**src/rtl/sam_pkg.sv**
```systemverilog
// Shared constants for the serial converter sequencer and its host controller
// What this block does
// - Select low starts and frames a conversion
// - Serial input sampled into address register
// - Leading zeros ignored; first one starts
// - Three or four address bits follow start
// - One and a half period sampling interval
// - Active flag rises; serial input then ignored
// - Output leaves high impedance with leading zero
// - Result bits driven MSB first on falling
// - Eight periods; flag drops half period later
// - Result copied to output shift register
// - Shift enable low shifts LSB first
// - Without shift enable, auto LSB stream, low
// - Single-channel variant: no address, MSB only
// - Select high clears state; readdress each time
// - Negative above positive gives all zeros
// - Differential only on adjacent even/odd pairs
// - Eight-channel single-ended channel decode
// - Eight-channel differential pair decode
// - Four-channel single-ended and differential decode
// - Common input is pseudo-differential negative
// - New configuration applies to each conversion
// - Input only sampled while output tristated
// - Host holds clock and select high to reset
package sam_pkg;
  localparam int unsigned RES_BITS     = 8;
  localparam int unsigned CLK_HZ       = 25000000;
  // Link clock half period as a count of system clocks
  localparam int unsigned LINK_HALF_NS = 1000;
  localparam int unsigned LINK_HALF_CY = (LINK_HALF_NS * (CLK_HZ / 1000000)) / 1000;
  localparam int unsigned SEL_RST_NS   = 50;
  localparam int unsigned SEL_RST_CY   = (SEL_RST_NS * (CLK_HZ / 1000000) + 999) / 1000 + 1;
  // Sampling interval in link half periods (one and a half periods)
  localparam logic [3:0]  SAMPLE_HALVES = 4'h3;
  localparam logic [1:0]  VAR_ONE   = 2'h0;
  localparam logic [1:0]  VAR_FOUR  = 2'h1;
  localparam logic [1:0]  VAR_EIGHT = 2'h2;
  // Channel code: bit 3 flags the common input or ground
  localparam logic [3:0]  CH_COMMON = 4'h8;
  localparam logic [3:0]  CH_GROUND = 4'h9;
endpackage

```
**src/rtl/sam_link_if.sv**
```systemverilog
// Serial link between the host controller and the converter sequencer
`timescale 1ns/1ps
`default_nettype none
interface sam_link_if;
  logic sel_n;
  logic sclk;
  logic serial_in;
  logic lsb_first_shift_n;
  logic dout;
  logic dout_oe;
  logic conversion_active;
  logic active_oe;
  modport dev (
    input  sel_n, sclk, serial_in, lsb_first_shift_n,
    output dout, dout_oe, conversion_active, active_oe
  );
  modport host (
    output sel_n, sclk, serial_in, lsb_first_shift_n,
    input  dout, dout_oe, conversion_active, active_oe
  );
endinterface
`default_nettype wire

```
**src/rtl/sam_dev.sv**
```systemverilog
// Converter end: address capture, sampling, SAR sequencing and serial result output
`timescale 1ns/1ps
`default_nettype none
module sam_dev #(
  parameter logic [1:0] VARIANT = sam_pkg::VAR_EIGHT
) (
  input  wire logic                       clk,
  input  wire logic                       rst_b,
  sam_link_if.dev                         link,
  // Analog stand-in: per-channel code and common level for common; ground reads 0
  input  wire logic [8*sam_pkg::RES_BITS-1:0] chan_level,
  input  wire logic [sam_pkg::RES_BITS-1:0]   common_level,
  output logic [3:0]                      pos_chan,
  output logic [3:0]                      neg_chan,
  output logic [sam_pkg::RES_BITS-1:0]    result,
  output logic                            done
);
  typedef enum logic [2:0] {S_IDLE, S_ADDR, S_SAMP, S_CONV, S_LSB, S_HOLD} sam_st_t;
  typedef struct packed {
    sam_st_t    st;
    logic       sclk_d;
    logic [2:0] abits;
    logic [2:0] acnt;
    logic [3:0] half;
    logic [3:0] bit_i;
    logic [7:0] sar;
    logic [7:0] sh;
    logic [7:0] diffv;
    logic       dout;
    logic       oe;
    logic       act;
    logic [3:0] pos;
    logic [3:0] neg;
    logic [7:0] res;
    logic       done;
  } sam_dev_t;
  sam_dev_t q, d;
  logic rise;
  logic fall;
  logic [2:0] need;
  logic [7:0] pv;
  logic [7:0] nv;
  logic [7:0] trial;

  always_comb begin
    case (VARIANT)
      sam_pkg::VAR_ONE:  need = 3'h0;
      sam_pkg::VAR_FOUR: need = 3'h3;
      default:           need = 3'h4;
    endcase
  end

  function automatic logic [7:0] lvl(input logic [3:0] c, input logic [63:0] v,
                                     input logic [7:0] cm);
    logic [7:0] r;
    r = 8'h00;
    if (c == sam_pkg::CH_COMMON) begin
      r = cm;
    end else if (c[3] == 1'b0) begin
      r = v[c[2:0]*8 +: 8];
    end
    return r;
  endfunction

  always_comb begin
    pv = lvl(q.pos, chan_level, common_level);
    nv = lvl(q.neg, chan_level, common_level);
    trial = q.sar | (8'h80 >> q.bit_i[2:0]);
  end

  assign rise = link.sclk & ~q.sclk_d;
  assign fall = ~link.sclk & q.sclk_d;

  always_comb begin
    d = q;
    d.sclk_d = link.sclk;
    d.done = 1'b0;
    case (q.st)
      S_IDLE: begin
        if (rise && link.serial_in) begin
          d.acnt = 3'h0;
          d.abits = 3'h0;
          d.half = 4'h0;
          d.st = (need == 3'h0) ? S_SAMP : S_ADDR;
          if (need == 3'h0) begin
            d.pos = 4'h0;
            d.neg = 4'h1;
          end
        end
      end
      S_ADDR: begin
        if (rise) begin
          d.acnt = q.acnt + 3'h1;
          if (q.acnt + 3'h1 == need) begin
            d.st = S_SAMP;
            d.half = 4'h0;
            // Decode sgl/diff, odd/sign and selects from the captured bits
            if (VARIANT == sam_pkg::VAR_FOUR) begin
              if (q.abits[1]) begin
                d.pos = {1'b0, 1'b0, link.serial_in, q.abits[0]};
                d.neg = sam_pkg::CH_GROUND;
              end else begin
                d.pos = {2'b00, link.serial_in, q.abits[0]};
                d.neg = {2'b00, link.serial_in, ~q.abits[0]};
              end
            end else begin
              if (q.abits[2]) begin
                d.pos = {1'b0, q.abits[0], link.serial_in, q.abits[1]};
                d.neg = sam_pkg::CH_COMMON;
              end else begin
                d.pos = {1'b0, q.abits[0], link.serial_in, q.abits[1]};
                d.neg = {1'b0, q.abits[0], link.serial_in, ~q.abits[1]};
              end
            end
          end else begin
            d.abits = {q.abits[1:0], link.serial_in};
          end
        end
      end
      S_SAMP: begin
        if (rise || fall) begin
          d.half = q.half + 4'h1;
          if (q.half + 4'h1 == sam_pkg::SAMPLE_HALVES) begin
            d.act = 1'b1;
            d.oe = 1'b1;
            d.dout = 1'b0;
            d.bit_i = 4'h0;
            d.sar = 8'h00;
            d.half = 4'h0;
            d.diffv = (pv > nv) ? pv - nv : 8'h00;
            d.st = S_CONV;
          end
        end
      end
      S_CONV: begin
        if (fall) begin
          if (trial <= q.diffv) begin
            d.sar = trial;
            d.dout = 1'b1;
          end else begin
            d.dout = 1'b0;
          end
          d.bit_i = q.bit_i + 4'h1;
          if (q.bit_i == 4'h7) begin
            d.half = 4'h1;
            d.res = (trial <= q.diffv) ? trial : q.sar;
            d.sh = (trial <= q.diffv) ? trial : q.sar;
            d.done = 1'b1;
            d.st = (VARIANT == sam_pkg::VAR_ONE) ? S_HOLD : S_LSB;
          end
        end
      end
      S_LSB: begin
        if (rise && q.half != 4'h0) begin
          d.act = 1'b0;
          d.half = 4'h0;
        end
        if (fall) begin
          if (VARIANT == sam_pkg::VAR_EIGHT) begin
            if (!link.lsb_first_shift_n) begin
              d.sh = {1'b0, q.sh[7:1]};
              d.dout = q.sh[1];
            end
          end else begin
            d.bit_i = q.bit_i + 4'h1;
            d.sh = {1'b0, q.sh[7:1]};
            d.dout = q.sh[1];
            // Seven falls carry bits 1..7; the eighth fall parks the line low
            if (q.bit_i == 4'hF) begin
              d.dout = 1'b0;
              d.st = S_HOLD;
            end
          end
        end
      end
      S_HOLD: begin
        if (rise && q.half != 4'h0) begin
          d.act = 1'b0;
          d.half = 4'h0;
        end
        if (fall) begin
          d.dout = 1'b0;
        end
      end
      default: d.st = S_IDLE;
    endcase
    if (link.sel_n) begin
      d = '0;
      d.sclk_d = link.sclk;
      d.st = S_IDLE;
    end
  end

  always_ff @(posedge clk) begin
    if (!rst_b) begin
      q <= '0;
    end else begin
      q <= d;
    end
  end

  assign link.dout = q.dout;
  assign link.dout_oe = q.oe;
  assign link.conversion_active = q.act;
  assign link.active_oe = q.oe;
  assign pos_chan = q.pos;
  assign neg_chan = q.neg;
  assign result = q.res;
  assign done = q.done;
endmodule
`default_nettype wire

```
**src/flat_wrapper.sv**
```systemverilog
// flat-port wrapper written by rule: the top's interface ports become plain ports
module sam_dev_flat 
#(
  parameter logic [1:0] VARIANT = sam_pkg::VAR_EIGHT
)
  (clk, rst_b, chan_level, common_level, pos_chan, neg_chan, result, done, link_sel_n, link_sclk, link_serial_in, link_lsb_first_shift_n, link_dout, link_dout_oe, link_conversion_active, link_active_oe);
  sam_link_if link_i ();
  input  wire logic clk;
  input  wire logic rst_b;
  input  wire logic [8*sam_pkg::RES_BITS-1:0] chan_level;
  input  wire logic [sam_pkg::RES_BITS-1:0] common_level;
  output logic [3:0] pos_chan;
  output logic [3:0] neg_chan;
  output logic [sam_pkg::RES_BITS-1:0] result;
  output logic done;
  input wire logic [$bits(link_i.sel_n)-1:0] link_sel_n;
  input wire logic [$bits(link_i.sclk)-1:0] link_sclk;
  input wire logic [$bits(link_i.serial_in)-1:0] link_serial_in;
  input wire logic [$bits(link_i.lsb_first_shift_n)-1:0] link_lsb_first_shift_n;
  output wire logic [$bits(link_i.dout)-1:0] link_dout;
  output wire logic [$bits(link_i.dout_oe)-1:0] link_dout_oe;
  output wire logic [$bits(link_i.conversion_active)-1:0] link_conversion_active;
  output wire logic [$bits(link_i.active_oe)-1:0] link_active_oe;
  assign link_i.sel_n = link_sel_n;
  assign link_i.sclk = link_sclk;
  assign link_i.serial_in = link_serial_in;
  assign link_i.lsb_first_shift_n = link_lsb_first_shift_n;
  assign link_dout = link_i.dout;
  assign link_dout_oe = link_i.dout_oe;
  assign link_conversion_active = link_i.conversion_active;
  assign link_active_oe = link_i.active_oe;
  sam_dev #(.VARIANT(VARIANT)) u_core (.clk(clk), .rst_b(rst_b), .link(link_i), .chan_level(chan_level), .common_level(common_level), .pos_chan(pos_chan), .neg_chan(neg_chan), .result(result), .done(done));
endmodule
```
**config.mk**
```make
export PLATFORM = sky130hd
export DESIGN_NAME = sam_dev_flat
export DESIGN_NICKNAME = d
export VERILOG_FILES = /design/src/rtl/sam_pkg.sv /design/src/rtl/sam_link_if.sv /design/src/rtl/sam_dev.sv /design/src/flat_wrapper.sv
export SDC_FILE = /design/constraint.sdc
export NUM_CORES = 1
export LEC_CHECK = 0
export BUFFER_PORTS_ARGS = -buffer_cell sky130_fd_sc_hd__buf_4
export CAP_MARGIN = 10
export CORE_MARGIN = 3
export CORE_UTILIZATION = 35
export DETAILED_ROUTE_END_ITERATION = 7
export PLACE_DENSITY = 0.55
export SYNTH_ARGS = -nofsm -noshare
export SYNTH_HDL_FRONTEND = slang
export SYNTH_SLANG_ARGS = --single-unit
export TNS_END_PERCENT = 10
```
**constraint.sdc**
```tcl
create_clock -name clk -period 3.7 [get_ports clk]
set_clock_uncertainty 0.1 [all_clocks]
set_input_delay 0.74 -clock clk [delete_from_list [all_inputs] [get_ports clk]]
set_output_delay 0.74 -clock clk [all_outputs]
set_load 0.02 [all_outputs]
```
---- After elaboration in Yosys (flattened, before gate mapping) ----
Index checks and enable logic that the tools add are counted.
Widths: inputs -> output; s select.
operators by class
  shift operators ......................... 3
  magnitude comparators ................... 2
  reduce and logical (&&, ||, !) cells .... 25
  $add $sub $neg .......................... 4
  eq/ne operators ......................... 22
  bitwise gates (word level) .............. 10
  muxes and demuxes ....................... 43
operators with widths
  operator             count
  $shiftx 64x7->8      2
  $mux 8               9
  $mux 16              2
  $pmux 8 s2           2
  $mux 24              1
  $mux 3               8
  $mux 11              2
  $mux 10              2
  $ne 2x1->1 const B   10
  $pmux 4 s5           1
  $mux 4               4
  $reduce_and 8->1     2
  $pmux 3 s5           1
  $pmux 6 s2           1
  $reduce_and 3->1     4
  $reduce_and 4->1     3
  $eq 3x3->1 const B   3
  $mux 9               1
  $add 4x1->4 const B  2
  $gt 8x8->1           1
  $le 8x8->1           1
  $or 8x8->8           1
  $pmux 4 s2           1
  $reduce_bool 2->1    4
  24 further kinds     41
storage, ports and cells
  flip-flop bits (word level) ............. 61
  output and inout port bits .............. 21
  logic and storage cells ................. 125
  bits of input ports ..................... 78

---- Longest topological paths before layout ----
  depth after elaboration ................. 8
  gate-level depth with buffers ........... 13
  depth with buffers taken out ............ 11

---- Worst setup path after synthesis ----
OpenSTA, ideal clock, no wires.
  kind .................................... register to register
  start point ............................. register u_core.q, in the netlist u_core.pos_chan[0]
  end point ............................... register u_core.q[23] (netlist name)
  data required time ...................... 3.483 ns
  data arrival time ....................... 3.079 ns
  slack ................................... 0.404 ns
  buffers on the path ..................... 3
  cell stages (with the launch flop) ...... 12
  setup time .............................. 0.117 ns
  period minus slack after synthesis ...... 3.296 ns
  cell sequence ........................... dfxtp_1 > buf_2 > buf_2 > mux4_2 > mux2_2 > ha_1 > clkbuf_1 > nand4_1 > or2_2 > o311ai_0 > nor2_1 > a32o_1
between the ends
  cells in the longest elaborated chain, start to end .. 5
  elaborated cells between the ends (all ways) .. 7
  classes of those cells .................. add/sub: 1; order compare: 1; eq/ne: 1; shift: 1; mux: 3
ends and longest elaborated chain
  item                                              RTL line        text
  start, declared                                   sam_dev.sv:37   sam_dev_t q, d;
  start signal, assigned                            sam_dev.sv:196  q <= '0;
  start signal, assigned                            sam_dev.sv:198  q <= d;
  $shiftx 64x7->8                                   sam_dev.sv:60   r = v[c[2:0]*8 +: 8];
  $mux 8                                            sam_dev.sv:59   end else if (c[3] == 1'b0) begin
  $mux 8 *                                          sam_dev.sv:57   if (c == sam_pkg::CH_COMMON) begin
  $sub 8x8->8 / $gt 8x8->1 (equally long branches)  sam_dev.sv:130  d.diffv = (pv > nv) ? pv - nv : 8'h00;
  $mux 8 *                                          sam_dev.sv:130
Mark *: on every way between the ends. The rest lies on a longest branch, timed or not.
A chain may end at the register's enable or synchronous reset.

---- Worst setup path in the final report ----
  start point ............................. register u_core.q, in the netlist u_core.neg_chan[1]
  end point ............................... register u_core.q[23] (netlist name)
The elaborated chain is that of the path after synthesis.

==> flow_summary.toml <==
[status]
status = "completed"

[global_routing]
gr-usage-all-layers_pct = 16.06
overflow = 0
use_met1_pct = 21.18
grt_pass1_wl_mm = 18.99
antenna_found_initial = 0
grt_pass1_vias = 3837
met2_usage_pct = 26.31
gr-max-usage-layer = "met2"
grt_max_degree = 23
grtUsageMet3_pct = 4.618

[clock_tree]
clock-sinks = 60
clockBufferDepth = 2
cts_tree = "done"
cts_root_buf = "clkbuf_16"
cts_resized = 0
insertion_delay_ps = 320
htreeDepth = 3
cts_buffers = 9
post_cts_buffers = 0
clk_pin_slew_worst_paths_ps = 60
ctsHoldBuffers = 0

[critical_path]
r2r_end = "u_core.q[23]"
crit_type = "register to register"
crit_buf_inv = 1
crit_fanout = 13
r2r_setup_slack_ps = 350
arrival_ps = 3460
cp_slowest_cell = "dfxtp_1"
cp.required_ps = 3810
end_kind = "register"
critPathLaunch = "u_core.neg_chan[1]"
crit_path_cell_trace = "buf_4, mux4_2, mux2i_1, nor2_1, a21oi_1, ha_1, o21ai_0, nor2_1, o311ai_0, nor2_1, a32o_1"
path_delay_family = "compound AO/OA/AOI/OAI gates"
rr_startpoint = "u_core.neg_chan[1]"
reg2reg_depth = 11
worstSetupEndpoint = "u_core.q[23]"
critical_path_depth = 11
cp-start-kind = "register"
critPathMostFrequentCell = "nor2_1"
slowest_delay_ps = 720

[power_and_ir_drop]
p_sw_mw = 0.3943
p_leak_nw = 2.085
power_frac_seq_pct = 39.9
pwr-share-clk_pct = 47.4
sw_frac_of_total_pct = 24.23
p_per_area_mw_per_mm2 = 291.2
p_int_mw = 1.233
combPwrFrac_pct = 12.7
p_total_mw = 1.628
ir_drop_mv = 0.2229

[routing]
drtAntennaViolNets = 0
drc_errors = 0
drt-total-wl_mm = 11.64
vias = 3925
via_per_inst = 5.297
wl_per_cell_um = 15.71
drtIter0Drc = 236
drtPass1Iterations = 4

[sta]
fin_ws_ps = 354.8
finalCritPeriodShare_pct = 90.41
slew_headroom_pct = 42.99
worst_pin_slew_ps = 855.1
drv_slew = 0
setup_viol = 0
hold_viol_final = 0
period_needed_ps = 3345
rsz0062_at_grt = "no"
fmax_mhz = 298.9
setup_tns_ps = 0

[cells_and_area]
seq_area_mm2 = 0.001201
final_common_cell = "buf_4"
multi_input_area_mm2 = 0.002968
area_growth_pct = 23.70
layout_common_cells = "109 x buf_4, 60 x dfxtp_1, 48 x a21oi_1, 45 x nand2_1, 43 x nor2_1"
drive_above_1_share_pct = 30.72
fillers = 1225
diodes = 0
nets = 676
instances_no_fill = 741

[die]
start_util_pct = 36.71
core_mm2 = 0.01231
rows = 40
die_h_um = 119.6
die_x_um = 119.6
ios = 99
dieArea_mm2 = 0.01431

[placement]
dp_hpwl_mm = 9.127
preCtsSetupSlack_ps = 229.1
dp_cells = 725
port_buffers = 97
gp_congestion = 0.8580

[logic_synthesis]
syn_area_mm2 = 0.004519
synthCells = 490
synth_edf_count = 0
async_flop_share_pct = 0
syn_nets = 598
synth-warning-count = 0
syn_area_per_cell_um2 = 9.223
seq_area_frac_synth_pct = 26.58
synth_cell_types = 63
synth_seq_cells = 60
synth_ff_type = "dfxtp_1"

[run]
drv_cap = 0

[worst_hold_path]
min_path_type = "register to register"
==> worst min path at each step <==
stage / depth (start not counted) / end / startpoint / slack, ps
final: 2 / u_core.result[6] / u_core.result[6] / 350
after floorplan: 1 / u_core.q[20] / u_core.q[20] / 330
after global routing: 2 / u_core.q[35] / u_core.q[35] / 380
after CTS: 2 / u_core.q[35] / u_core.q[35] / 360
after detailed placement: 1 / u_core.q[20] / u_core.q[20] / 350
after global placement: 2 / u_core.q[53] / u_core.q[53] / 340
==> cell type report <==
| type | count | share of cell area (%) |
|---|---|---|
| multi-input combinational | 362 | 53.09 |
| sequential | 60 | 21.49 |
| timing repair buffer | 110 | 15.00 |
| clock buffer | 10 | 4.275 |
| tap | 168 | 3.760 |
| inverter | 25 | 1.679 |
| clock inverter | 6 | 0.7162 |
==> stage by stage <==
stage	hold WS, ps	cell area (um2)	util [%]
floorplan	330.6	4519	-
global placement	344.9	5311	43.14
detailed placement	347.8	5311	43.14
CTS	357.7	5590	45.41
global route	382.2	5590	45.41
finish	353.0	5590	45.41
==> routing by layer <==
layer	routed length, um	vias to the layer above
met4	127	0
met1	5390	1852
met2	5402	102
met5	0	-
li1	-	1961
met3	722	10
==> synth_stat cells (all sizes together), types with 7 or more instances <==
cell type | n | share of area, %
dfxtp | 60 | 27
a21oi | 48 | 5.3
nand2 | 45 | 3.7
nor2 | 44 | 3.8
mux4 | 33 | 16
buf | 30 | 4.6
ha | 29 | 8.0
inv | 24 | 2.0
clkbuf | 13 | 1.1
mux2i | 13 | 2.9
o21ai | 11 | 1.2
nand3 | 10 | 1.1
nand2b | 9 | 1.2
nand4 | 9 | 1.6
a22o | 8 | 1.6
nor3 | 8 | 1.0
a32o | 7 | 1.6
mux2 | 7 | 1.7
nand3b | 7 | 1.2
or3 | 7 | 0.97
==> worst reg2reg max path, stage by stage, from the launching register on <==
cell and delay, ps:
dfxtp_1 720, buf_4 290, mux4_2 320, mux2i_1 190
nor2_1 70, a21oi_1 130, ha_1 330, o21ai_0 180
nor2_1 60, o311ai_0 380, nor2_1 210, a32o_1 260
==> power by group through the flow <==
stage               clock [mW]  combinational [mW]  sequential, mW
finish                   0.771               0.208           0.649
global route             0.820               0.228           0.649
CTS                      0.789               0.208           0.649
detailed placement           0               0.207           0.663
global placement             0               0.202           0.663
floorplan                    0               0.116           0.662
==> state kept, by name, summed over array words and instances (netlist names) <==
signal and cells:
u_core.link.active_oe 1, u_core.link.conversion_active 1, u_core.link.dout 1, u_core.pos_chan 3, u_core.neg_chan 4, u_core.q 41
u_core.done 1, u_core.result 8
==> cell families (layout without fill, tap and decap cells) <==
group | count (synthesis) | in the layout | share of synthesized area, %
and+or+nand+nor | 159 | 159 | 18.16
AOI/OAI and AO/OA | 113 | 113 | 16.72
buffers and inverters | 68 | 151 | 7.752
DFF | 60 | 60 | 26.58
muxes | 53 | 53 | 21.07
adders and majority gates | 30 | 30 | 8.472
xor gates and xnor gates | 6 | 6 | 1.163
other | 1 | 1 | 0.08298
Note: power is estimated with default switching activity, not from simulation.
